**src/hw/ext_cap_defines.vh**
```
// Register offsets, field positions and reset values of the extended capability bank.
// Assumes byte-address configuration accesses on dword boundaries.
`ifndef EXT_CAP_DEFINES_VH
`define EXT_CAP_DEFINES_VH

`define OFS_SN_HDR      12'h100
`define OFS_SN_LOW      12'h104
`define OFS_SN_HIGH     12'h108
`define OFS_PB_HDR      12'h138
`define OFS_PB_SELECT   12'h13C
`define OFS_PB_ENTRY    12'h140
`define OFS_PB_ALLOC    12'h144
`define OFS_VC_HDR      12'h148
`define OFS_VC_PORTCAP  12'h14C
`define OFS_VC_CTRL     12'h154
`define OFS_VC0_RCAP    12'h158
`define OFS_VC0_RCTL    12'h15C
`define OFS_VC0_RSTS    12'h160

`define CAP_ID_SN       16'h0003
`define CAP_ID_PB       16'h0004
`define CAP_ID_VC       16'h0002
`define CAP_VERSION     4'h1
`define NEXT_SN         12'hFB4
`define NEXT_PB         12'h148
`define NEXT_VC         12'h000

`define SEL_IDX_HI      7
`define SEL_IDX_LO      0
`define SEL_DATA_HI     28
`define SEL_DATA_LO     8
`define ENTRY_BITS      21
`define SEL_RESET       8'h00
`define ALLOC_RESET     1'b1
`define ARB_SEL_RESET   3'h0
`define ARB_SEL_HI      3
`define ARB_SEL_LO      1
`define TABLE_SIZE_4BIT 2'h2

`endif

```
**src/hw/budget_entry.v**
```verilog
// One power budget entry: 21 bits of descriptor data plus its index match.
// Assumes the write strobe is already qualified by the select register decode.
`timescale 1ns/100ps
`include "ext_cap_defines.vh"

module budget_entry #(
    parameter [7:0] INDEX = 8'h00
) (
    // Clock and reset
    input wire clk,
    input wire rstn,
    // Merged index plus data write
    input wire load,
    input wire [7:0] load_index,
    input wire [`ENTRY_BITS-1:0] load_data,
    // Stored descriptor
    output reg [`ENTRY_BITS-1:0] data
);

    always @(posedge clk) begin
        if (!rstn) begin
            data <= {`ENTRY_BITS{1'b0}};
        end else if (load && (load_index == INDEX)) begin
            data <= load_data;
        end
    end

endmodule

```
**src/hw/serial_number_store.v**
```verilog
// Device serial number, 64 bits, loaded by the initializer and held for all ports.
// Assumes one shared instance feeds every port's read path.
`timescale 1ns/100ps
`include "ext_cap_defines.vh"

module serial_number_store #(
    parameter [63:0] SERIAL_DEFAULT = 64'h0000_0000_0000_0000
) (
    // Clock and reset
    input wire clk,
    input wire rstn,
    // Initializer writes
    input wire load_low,
    input wire load_high,
    input wire [31:0] load_data,
    // Held value
    output reg [63:0] serial
);

    always @(posedge clk) begin
        if (!rstn) begin
            serial <= SERIAL_DEFAULT;
        end else begin
            if (load_low) begin
                serial[31:0] <= load_data;
            end
            if (load_high) begin
                serial[63:32] <= load_data;
            end
        end
    end

endmodule

```
**src/hw/pcie_ext_capability_regs.v**
```verilog
// Extended capability register bank of one switch: serial number, power budget and
// virtual channel structures, one copy of the per-port state for each port.
// Assumes a dword configuration access port with a one-cycle read latency and a
// separate initializer write port that may also load read-only contents.
//
// Operation
// - Serial number header reads ID 0003h, version 1, next offset FB4h.
// - Read-only 64-bit serial number, initializer loaded, same on all ports.
// - Serial low 24 bits company identifier, upper 40 bits extension identifier.
// - Power budget header reads ID 0004h, version 1, next offset 148h.
// - Software writes index to select low byte; entry register shows that entry.
// - Initializer write to select stores bits 28:8 into entry bits 7:0 index.
// - Eight entries per port at index 0 to 7; select resets to 00h.
// - Entry bits 7:0 give base power in watts, scaled by data scale.
// - Entry bits 9:8 scale: 1.0, 0.1, 0.01, 0.001.
// - Entry bits 12:10 sub-state, bits 14:13 device power state.
// - Entry bits 17:15 operating condition type encoding.
// - Entry bits 20:18 supply rail; bits 31:21 reserved.
// - Allocation bit 0 defaults to 1, initializer may change it.
// - Channel header reads ID 0002h, version 1, next offset 000h.
// - Upstream port capability bits 11:10 read 10b; downstream read 00b.
// - Extended count, low-priority count and reference clock fields read zero.
// - Table load trigger bit 0 always reads 0.
// - Arbitration select bits 3:1 reset to 000b; table status reserved.
// - Resource capability bit 0 reads 1; bit 1 only on upstream port.
// - Channel registers exist as an independent copy per port.
`timescale 1ns/100ps
`include "ext_cap_defines.vh"

module pcie_ext_capability_regs #(
    parameter PORTS = 8,
    parameter PORT_BITS = 3,
    parameter ENTRIES = 8,
    parameter [PORT_BITS-1:0] UPSTREAM_PORT = 0,
    // Arbitrary neutral serial default, replaced by the initializer
    parameter [63:0] SERIAL_DEFAULT = 64'h0000_0000_0000_0000
) (
    // Clock and reset
    input wire clk,
    input wire rstn,
    // Host configuration access
    input wire cfg_req,
    input wire cfg_write,
    input wire [PORT_BITS-1:0] cfg_port,
    input wire [11:0] cfg_addr,
    input wire [31:0] cfg_wdata,
    output reg cfg_ack,
    output reg cfg_hit,
    output reg [31:0] cfg_rdata,
    // Serial EEPROM initializer writes
    input wire init_write,
    input wire [PORT_BITS-1:0] init_port,
    input wire [11:0] init_addr,
    input wire [31:0] init_wdata,
    // Per-port control seen by the arbiters
    output wire [PORTS*3-1:0] vc_arb_select
);

    ////////////////////////////////////////////////////////////////////////////
    // Shared serial number

    wire [63:0] serial;
    wire init_sn_low = init_write && (init_addr == `OFS_SN_LOW);
    wire init_sn_high = init_write && (init_addr == `OFS_SN_HIGH);

    // One store for all ports keeps the ports identical by construction
    serial_number_store #(
        .SERIAL_DEFAULT(SERIAL_DEFAULT)
    ) u_serial (
        .clk(clk),
        .rstn(rstn),
        .load_low(init_sn_low),
        .load_high(init_sn_high),
        .load_data(init_wdata),
        .serial(serial)
    );

    ////////////////////////////////////////////////////////////////////////////
    // Per-port state

    reg [7:0] pb_select [0:PORTS-1];
    reg [PORTS-1:0] pb_alloc;
    reg [2:0] arb_sel [0:PORTS-1];
    wire [`ENTRY_BITS-1:0] entry_data [0:PORTS*ENTRIES-1];

    wire host_wr = cfg_req && cfg_write;

    genvar p, e;
    generate
        for (p = 0; p < PORTS; p = p + 1) begin : g_port
            wire sel_host = host_wr && (cfg_port == p) && (cfg_addr == `OFS_PB_SELECT);
            wire sel_init = init_write && (init_port == p) && (init_addr == `OFS_PB_SELECT);
            wire alloc_init = init_write && (init_port == p) && (init_addr == `OFS_PB_ALLOC);
            wire ctl_host = host_wr && (cfg_port == p) && (cfg_addr == `OFS_VC_CTRL);
            wire ctl_init = init_write && (init_port == p) && (init_addr == `OFS_VC_CTRL);

            always @(posedge clk) begin
                if (!rstn) begin
                    pb_select[p] <= `SEL_RESET;
                    pb_alloc[p] <= `ALLOC_RESET;
                    arb_sel[p] <= `ARB_SEL_RESET;
                end else begin
                    // Initializer wins when both write the same cycle
                    if (sel_init) begin
                        pb_select[p] <= init_wdata[`SEL_IDX_HI:`SEL_IDX_LO];
                    end else if (sel_host) begin
                        pb_select[p] <= cfg_wdata[`SEL_IDX_HI:`SEL_IDX_LO];
                    end
                    if (alloc_init) begin
                        pb_alloc[p] <= init_wdata[0];
                    end
                    // Only the round-robin code is defined; others are still stored
                    if (ctl_init) begin
                        arb_sel[p] <= init_wdata[`ARB_SEL_HI:`ARB_SEL_LO];
                    end else if (ctl_host) begin
                        arb_sel[p] <= cfg_wdata[`ARB_SEL_HI:`ARB_SEL_LO];
                    end
                end
            end

            assign vc_arb_select[p*3 +: 3] = arb_sel[p];

            for (e = 0; e < ENTRIES; e = e + 1) begin : g_entry
                // Merged index plus data load from the initializer
                budget_entry #(
                    .INDEX(e)
                ) u_entry (
                    .clk(clk),
                    .rstn(rstn),
                    .load(sel_init),
                    .load_index(init_wdata[`SEL_IDX_HI:`SEL_IDX_LO]),
                    .load_data(init_wdata[`SEL_DATA_HI:`SEL_DATA_LO]),
                    .data(entry_data[p*ENTRIES+e])
                );
            end
        end
    endgenerate

    ////////////////////////////////////////////////////////////////////////////
    // Read path

    reg [31:0] next_rdata;
    reg next_hit;
    reg [7:0] cur_sel;
    reg is_up;

    always @* begin
        cur_sel = pb_select[cfg_port];
        is_up = (cfg_port == UPSTREAM_PORT);
        next_rdata = 32'h0000_0000;
        next_hit = 1'b1;
        case (cfg_addr)
            `OFS_SN_HDR: begin
                next_rdata = {`NEXT_SN, `CAP_VERSION, `CAP_ID_SN};
            end
            `OFS_SN_LOW: begin
                // Company identifier sits in bits 23:0 of the low dword
                next_rdata = serial[31:0];
            end
            `OFS_SN_HIGH: begin
                next_rdata = serial[63:32];
            end
            `OFS_PB_HDR: begin
                next_rdata = {`NEXT_PB, `CAP_VERSION, `CAP_ID_PB};
            end
            `OFS_PB_SELECT: begin
                next_rdata = {24'h00_0000, cur_sel};
            end
            `OFS_PB_ENTRY: begin
                // Out-of-range index reads as an empty entry
                if (cur_sel < ENTRIES) begin
                    // Fields 8 to 12 are stored verbatim as loaded
                    next_rdata = {11'h000, entry_data[cfg_port*ENTRIES + cur_sel]};
                end
            end
            `OFS_PB_ALLOC: begin
                next_rdata = {31'h0000_0000, pb_alloc[cfg_port]};
            end
            `OFS_VC_HDR: begin
                next_rdata = {`NEXT_VC, `CAP_VERSION, `CAP_ID_VC};
            end
            `OFS_VC_PORTCAP: begin
                // Count and reference clock fields stay zero
                if (is_up) begin
                    next_rdata = {20'h0_0000, `TABLE_SIZE_4BIT, 10'h000};
                end
            end
            `OFS_VC_CTRL: begin
                // Load trigger and table status always read zero
                next_rdata = {28'h000_0000, arb_sel[cfg_port], 1'b0};
            end
            `OFS_VC0_RCAP: begin
                next_rdata = {30'h0000_0000, is_up, 1'b1};
            end
            `OFS_VC0_RCTL, `OFS_VC0_RSTS: begin
                // Served by neighbouring logic; mapped here as zero
                next_rdata = 32'h0000_0000;
            end
            default: begin
                next_hit = 1'b0;
            end
        endcase
    end

    always @(posedge clk) begin
        if (!rstn) begin
            cfg_ack <= 1'b0;
            cfg_hit <= 1'b0;
            cfg_rdata <= 32'h0000_0000;
        end else begin
            cfg_ack <= cfg_req;
            cfg_hit <= cfg_req && next_hit;
            if (cfg_req && !cfg_write) begin
                cfg_rdata <= next_rdata;
            end
        end
    end

endmodule

```
**config.mk**
```make
export PLATFORM = sky130hd
export DESIGN_NAME = pcie_ext_capability_regs
export DESIGN_NICKNAME = d
export VERILOG_FILES = /design/src/hw/budget_entry.v /design/src/hw/serial_number_store.v /design/src/hw/pcie_ext_capability_regs.v
export VERILOG_INCLUDE_DIRS = /design/src /design/src/hw
export SDC_FILE = /design/constraint.sdc
export NUM_CORES = 2
export LEC_CHECK = 0
export BUFFER_PORTS_ARGS = -buffer_cell sky130_fd_sc_hd__clkbuf_2
export CORE_MARGIN = 2
export CORE_UTILIZATION = 23
export DETAILED_ROUTE_END_ITERATION = 10
export SYNTH_ARGS = -nofsm -noshare
export SYNTH_HDL_FRONTEND = slang
export SYNTH_SLANG_ARGS = --single-unit
```
**constraint.sdc**
```tcl
create_clock -name clk -period 6 [get_ports clk]
set_input_delay 0.3 -clock clk [delete_from_list [all_inputs] [get_ports clk]]
set_output_delay 0.3 -clock clk [all_outputs]
set_load 0.05 [all_outputs]
```
Yosys cells after proc, flatten, opt, wreduce, memory -nomap -nowiden
Memory sizes are Yosys's and may differ from the RTL's. Cells that the tools add are included.

Register bits after elaboration: 1450. Memory bits (writable): 88. Bits of input ports: 99. Output and inout bits: 58. Memories kept: 2.

Memories: pb_select (words 8, bits a word 8, read ports 1, clocked after memory_dff 0, write ports 8, line pcie_ext_capability_regs.v:81) `reg [7:0] pb_select [0:PORTS-1];`; arb_sel (words 8, bits a word 3, read ports 9, clocked after memory_dff 0, write ports 8, line pcie_ext_capability_regs.v:83) `reg [2:0] arb_sel [0:PORTS-1];`.

$add $sub $neg: 1. Order comparisons: 3. Eq/ne operators: 39. Muxes and demuxes: 154. Bitwise gates (word level): 33. Reduce and logical (&&, ||, !) cells: 130.

Operators by type and width (number): one-hot mux 32 bit (11 select lines) (1); == test 12 x 9 -> 1 bit (second input constant) (18); 2-to-1 mux 8 bit (16); binary-select mux 21 bit (select 6 bit) (1); logical AND 1 bit (125); 2-to-1 mux 1 bit (115); 2-to-1 mux 21 bit (3); 2-to-1 mux 3 bit (16); greater-or-equal comparator 33 x 7 -> 1 bit (second input constant) (1); inverter 9 -> 33 bit (1); == test 8 x 3 -> 1 bit (second input constant) (4); OR 1 bit (32); == test 3 bit (second input constant) (8); == test 8 x 2 -> 1 bit (second input constant) (2); OR reduction 13 bit (1); == test 3 x 2 -> 1 bit (second input constant) (4); 2-to-1 mux 12 bit (1); adder 6 x 8 -> 9 bit (1); == test 8 x 1 -> 1 bit (second input constant) (1); zero test 8 bit (1); less-than comparator 8 x 4 -> 1 bit (second input constant) (1); == test 3 x 1 -> 1 bit (second input constant) (2); zero test 3 bit (2); less-than comparator 3 x 4 -> 1 bit (second input constant) (1); other kinds (2) (2).

Logic depth before layout (Yosys ltp)
Word-level depth: 8. Depth in mapped cells: 19.

By module
A second synthesis with hierarchy kept.

Cells, all modules: 9418. Area, all modules: 78750.5 um2.

Modules (own cells, without submodules): pcie_ext_capability_regs (times used 1, cells each 3171, area each 19944.1 um2, sequential area each 3483.3 um2); budget_entry at g_port[0].g_entry[5].u_entry ... (times used 16, cells each 95, area each 890.9 um2, sequential area each 420.4 um2); budget_entry at g_port[0].g_entry[1].u_entry ... (times used 16, cells each 94, area each 873.3 um2, sequential area each 420.4 um2); budget_entry at g_port[0].g_entry[7].u_entry ... (times used 8, cells each 94, area each 885.8 um2, sequential area each 420.4 um2); budget_entry at g_port[0].g_entry[4].u_entry ... (times used 8, cells each 95, area each 882.1 um2, sequential area each 420.4 um2); budget_entry at g_port[0].g_entry[3].u_entry ... (times used 8, cells each 94, area each 872.1 um2, sequential area each 420.4 um2); budget_entry at g_port[0].g_entry[0].u_entry ... (times used 8, cells each 94, area each 870.8 um2, sequential area each 420.4 um2); serial_number_store (times used 1, cells each 207, area each 2492.4 um2, sequential area each 1281.2 um2).

Worst setup path before layout
Ideal clock, no wire load.

Path type: input to register. Start: input cfg_port[0]. End: register cfg_rdata[12]. Setup time: 0.123 ns. Arrival: 3.724 ns. Required time: 5.877 ns. Path slack: 2.154 ns. Stages on the path: 17. Buffers on the path: 5. Path through: clkbuf_1 inv_1 clkbuf_1 clkbuf_1 clkbuf_1 nor2_1 nor2_1 ha_1 inv_1 fa_1 xnor2_2 or2_2 nand2b_2 buf_2 o21ai_0 o31a_1 a221o_2.

Cells in the longest elaborated chain, start to end: 8. Elaborated cells between the ends (all ways): 9. Those cells by class: 1 x add/sub; 1 x order compare; 5 x mux; 1 x bitwise; 1 x memory.

Ends and longest elaborated chain: from (decl) (line pcie_ext_capability_regs.v:44) `input wire [PORT_BITS-1:0] cfg_port,`; memory (8 x 8 bit); adder 6 x 8 -> 9 bit (line pcie_ext_capability_regs.v:173) `next_rdata = {11'h000, entry_data[cfg_port*ENTRIES + cur_sel]};`; inverter 9 -> 33 bit (not written as such) (line pcie_ext_capability_regs.v:173); binary-select mux 21 bit (select 6 bit) (line pcie_ext_capability_regs.v:173); 2-to-1 mux 21 bit (not written as such) (2 in series) (line pcie_ext_capability_regs.v:173); 2-to-1 mux 21 bit * (line pcie_ext_capability_regs.v:171) `if (cur_sel < ENTRIES) begin`; one-hot mux 32 bit (11 select lines) * (line pcie_ext_capability_regs.v:152) `case (cfg_addr)`; to (signal assigned) (line pcie_ext_capability_regs.v:214) `cfg_rdata <= next_rdata;`; to (decl) (line pcie_ext_capability_regs.v:49) `output reg [31:0] cfg_rdata,`.

Mark *: on every way between the ends. The rest lies on a longest branch, timed or not. The select of a mux whose other input is x is not followed. A chain may end at the register's enable or synchronous reset.

Final worst setup path
Start: memory pb_select[2][3]. End: register cfg_rdata[17].

Cells in the longest elaborated chain, start to end: 8. Elaborated cells between the ends (all ways): 9. Those cells by class: 1 x add/sub; 1 x order compare; 5 x mux; 1 x bitwise; 1 x memory.

Ends and longest elaborated chain (line): from (decl) (pcie_ext_capability_regs.v:81); memory (8 x 8 bit) *; adder 6 x 8 -> 9 bit (pcie_ext_capability_regs.v:173); inverter 9 -> 33 bit (not written as such) (pcie_ext_capability_regs.v:173); binary-select mux 21 bit (select 6 bit) (pcie_ext_capability_regs.v:173); 2-to-1 mux 21 bit (not written as such) (2 in series) (pcie_ext_capability_regs.v:173); 2-to-1 mux 21 bit * (pcie_ext_capability_regs.v:171); one-hot mux 32 bit (11 select lines) * (pcie_ext_capability_regs.v:152).

Marked as above.

==> impl.org <==
** Run status
- Status :: finished, final reports clean

** Placed design
- HPWL after detailed placement :: 162200 um
- Post-Place Worst Slack :: 0.9645 ns
- GPL Wtd Cong :: 0.8962
- During placement, the flow inserted port buffers numbering 132.

** Route
- Post-DRT Antenna Nets :: 0
- Summed over all layers, the routed wires come to 271100 um.
- Dividing the detail-routed via count by the number of cells gives 4.921.
- Number of remaining DRC errors :: 0
- The routed layout has 64627 vias.
- Routed length per placed instance :: 20.64 um
- In this run, the number of DRC markers left after iteration 0 of detailed routing was 6522.
- The first TritonRoute pass finished after 6 iterations.

** Setup path
- Worst-path cell chain :: mux4_2 > nor2_1 > nor2_1 > ha_1 > inv_1 > fa_1 > xnor2_2 > nand3b_1 > o32ai_1 > o31ai_1 > o211ai_1
- Critical Path End Type :: flop
- The worst setup path is launched from a flop.
- Setup CP Type :: flop to flop
- FF-to-FF Start :: pb_select[2][3]
- Crit path max fanout :: 16
- Slowest stage cell on the critical path :: sky130_fd_sc_hd__nand3b_1
- For the worst setup path, the data required time is 6.73 ns.
- Cell repeated most along the worst path :: sky130_fd_sc_hd__nor2_1
- Arrival time of data at the critical path endpoint :: 5.43 ns
- Setup slack on the worst reg-to-reg path comes out at 1.30 ns.
- Destination of the worst register-to-register timing path :: cfg_rdata[17]
- For this run, the slowest stage of the critical path takes 1.01 ns.
- The number of buffers and inverters on the critical path is 1.
- Among cell families on the critical path, the largest total delay comes from simple AND/OR/NAND/NOR gates.
- Measured in cells, the most critical reg-to-reg path has a length of 11.

** Synthesis
- Proportion of synthesized chip area in sequential cells :: 44.06%
- Synthesized flop and latch total :: 1538
- After synthesis, the share of flip-flops with an asynchronous set or reset is 0%.
- Yosys mapped a number of flops with a built-in enable equal to 88.
- In this run the cell area of the synthesized design comes to 71880 um2.
- Main flop type after synthesis :: sky130_fd_sc_hd__dfxtp_1
- During synthesis, Yosys emitted a total of 0 warnings.
- Averaged over all synthesized cells, the footprint is 7.791 um2.
- Yosys mapped the design onto 71 distinct sky130hd cell types.
- Counting every instance in the synthesized netlist gives 9226.
- The number of nets handed over by synthesis was 9327.

** Power and ir drop
- VDD sags by at most 198.4 uV.
- Summed over all cells, the static leakage comes to 24.71 nW.
- Power spread over the standard cell area amounts to 282.5 nW/um2.

** Finish
- Fraction of layout cells with a size suffix above 1 :: 8.035%
- The net count of the finished layout is 8974.
- Post-synthesis to final-layout area growth :: 14.06%

** Clock network
- Post-CTS setup buffer count :: 0
- Clock tree synthesis inserted a total of 162 buffers.
- Insertion delay to the later sink of the worst-skew pair :: 0.82 ns
- TritonCTS built the clock tree.
- The H-tree was split into 4 levels.
- The tree built by TritonCTS fans out to 1538 sinks.
- Clock-pin slew was measured on the worst setup and hold paths at 0.06 ns.
- The clock passes through at most 4 buffers.
- Clk root buf :: sky130_fd_sc_hd__clkbuf_16

** GRT
- The first global-routing pass estimated 399500 um of wire.
- Overflow left after global routing :: 0
- Entering global routing, the biggest net connects 276 pins.
- For met2 alone, demand over resource in global routing was 26.46%.
- Highest-utilization routing layer at the global route stage :: met2
- Number of global-route vias before repair :: 59380
- For this run, global-route usage on met1 was measured as 21.03%.
- Met3 track demand over resource :: 2.215%
- Across every metal layer, demand over resource in global routing totals 16.36%.
- Number of antenna violations at the first check in global routing :: 10

** Timing
- Adding up every negative setup slack in the final design gives 0 ns.
- Final clock period utilization by the worst path :: 78.33%
- Setup Skew :: 0.06031 ns
- Relative slew margins :: 11.76%
- Min cycle time layout :: 4.700 ns
- Setup repair after global routing left no endpoint under its margin.
- Setup slack on the critical path of the routed design comes to 1.300 ns.
- Setup violations remaining at the end of the flow were counted as 0.
- The final number of hold-violating endpoints came to 0.
- For the pin with the worst max-slew slack, the measured transition is 1.324 ns.
- Number of pins with negative max-slew slack in the final report :: 0
- Max frequency :: 0.2128 GHz

** Floorplan
- The floorplan step set the die height to 563.0 um.
- I/O pin cnt :: 157
- The die covers 317000 um2.
- The floorplan step set the die width to 563.0 um.
- In this run the core area contains 205 standard-cell rows.
- Core region area :: 311400 um2
- Initial cell density of the core :: 23.08%

** Min path
- In this run the worst hold path is classified as input port to flop.
- The worst hold path was traced through 2 stages.
- The startpoint identified for the worst hold timing path is cfg_wdata[0].
- End point of the most critical hold path :: pb_select[0][0]

** Run
- Count of maximum capacitance violations :: 0
==> synth_stat cells, types with 9 or more instances <==
library cell                instances  share of area [%]
sky130_fd_sc_hd__a2111o_1          22               0.34
sky130_fd_sc_hd__a211oi_1          53               0.55
sky130_fd_sc_hd__a21boi_0        1409                 15
sky130_fd_sc_hd__a21oi_1          199                1.4
sky130_fd_sc_hd__a221o_1           14               0.19
sky130_fd_sc_hd__a221oi_1          32               0.39
sky130_fd_sc_hd__a22o_1            68               0.83
sky130_fd_sc_hd__a22oi_1           17               0.18
sky130_fd_sc_hd__a31oi_1           46               0.40
sky130_fd_sc_hd__a32o_1            95                1.3
sky130_fd_sc_hd__a32oi_1           77               0.94
sky130_fd_sc_hd__and2_1            12               0.10
sky130_fd_sc_hd__and3_1            37               0.32
sky130_fd_sc_hd__and4_1            14               0.17
sky130_fd_sc_hd__buf_1             56               0.29
sky130_fd_sc_hd__buf_2             89               0.62
sky130_fd_sc_hd__buf_4              9              0.094
sky130_fd_sc_hd__clkbuf_1         751                3.9
sky130_fd_sc_hd__dfxtp_1         1450                 40
sky130_fd_sc_hd__edfxtp_1          88                3.7
sky130_fd_sc_hd__inv_1             41               0.21
sky130_fd_sc_hd__mux2_2            16               0.25
sky130_fd_sc_hd__mux2i_1          132                1.8
sky130_fd_sc_hd__mux4_2            21               0.66
sky130_fd_sc_hd__nand2_1         3726                 19
sky130_fd_sc_hd__nand2b_1          15               0.13
sky130_fd_sc_hd__nand3_1          198                1.4
sky130_fd_sc_hd__nand4_1           13               0.11
sky130_fd_sc_hd__nor2_1           126               0.66
sky130_fd_sc_hd__nor2b_1           16               0.14
sky130_fd_sc_hd__nor3_1            40               0.28
sky130_fd_sc_hd__o2111a_1          51               0.80
sky130_fd_sc_hd__o2111ai_1         62               0.76
sky130_fd_sc_hd__o211a_1           12               0.17
sky130_fd_sc_hd__o211ai_1          42               0.44
sky130_fd_sc_hd__o21ai_0           44               0.31
sky130_fd_sc_hd__o31ai_1           21               0.22
sky130_fd_sc_hd__o32ai_1           21               0.26
sky130_fd_sc_hd__or2_2             14               0.12
==> registers in the layout (all words and copies together), names as in the netlist <==
register / cells
pb_select: 64
pb_alloc: 8
arb_sel: 24
cfg_ack: 1
g_port.g_entry.u_entry.data: 1344
cfg_hit: 1
cfg_rdata: 32
u_serial.serial: 64
==> cell families after synthesis <==
group,after synthesis,share of synthesized area [%]
XOR/XNOR,2,0.03482
adder cells (fa/ha/maj),2,0.04526
AND/OR/NAND/NOR,4253,23.35
multiplexers,169,2.747
buffers and inverters,955,5.255
AO/OA/AOI/OAI,2307,24.51
flip-flops,1538,44.06
==> layer usage <==
layer / part of all wire, % / wire length [um]
met1: 41 / 112200
met2: 46 / 123400
met3: 7.2 / 19480
met4: 5.9 / 15940
met5: 0.012 / 33
==> cell usage in the layout, fill, tap and decap left out, drive strengths merged, types with 10 or more instances in the layout <==
cell / n
a31oi: 46
mux2i: 132
a22o: 68
a21boi: 1410
and2: 12
and4: 14
o2111ai: 62
o31ai: 21
a21oi: 199
nor3: 42
o211ai: 42
nand3: 199
o21ai: 44
mux4: 21
clkinv: 26
a2111o: 22
buf: 258
inv: 44
edfxtp: 88
a221oi: 32
nor2: 126
a221o: 18
o32ai: 21
a32o: 95
or2: 15
clkbuf: 346
o2111a: 51
nand2b: 16
o211a: 12
a32oi: 77
dlygate4sd3: 28
bufinv: 10
a211oi: 53
nand2: 3726
nand4: 13
dfxtp: 1450
mux2: 16
a22oi: 17
nor2b: 16
and3: 37
==> cell type report <==
class	count	area, um2
Sequential cell	1538	31670
Tap cell	4140	5180
Fill cell	33607	229400
Clock inverter	41	478.0
Inverter	42	160.2
Antenna cell	8	20.02
Timing Repair Buffer	396	3113
Multi-Input combinational cell	6733	36660
Clock buffer	236	4701
==> power by group <==
group | switching [W] | internal [W]
clock network | 0.00433 | 0.00585
registers | 0.0000215 | 0.0103
logic | 0.00189 | 0.000726
==> repair_timing <==
action / 4_1_cts / 5_1_grt
hold buffers: 28 / 0
hold endpoints to repair: 258 / 0
resized for setup: 0 / 0
==> worst max path at each step <==
stage | start | to | slack, ns | cells after the start
floorplan | cfg_port[0] | cfg_rdata[12] | 2.15 | 17
global placement | cfg_port[1] | cfg_rdata[17] | 1.03 | 13
detailed placement | cfg_port[1] | cfg_rdata[17] | 0.96 | 13
CTS | pb_select[4][3] | cfg_rdata[17] | 1.51 | 12
global route | pb_select[3][3] | cfg_rdata[17] | 1.42 | 12
finish | pb_select[2][3] | cfg_rdata[17] | 1.30 | 11
==> through the flow <==
step                hold WS, ns  utilization, %  total power, W  area, um2  std cells
CTS                    0.003398           26.32         0.02321      81960      13126
global route            0.03315           26.32         0.02373      81970      13130
detailed placement       0.4532           24.57         0.01312      76500      12821
global placement         0.4470           24.57         0.01313      76500      12821
finish                  0.02897           26.33         0.02316      81980      13134
floorplan                0.4390               -         0.01205      71880       9226
No activity file was read; power rests on OpenSTA's default activity.
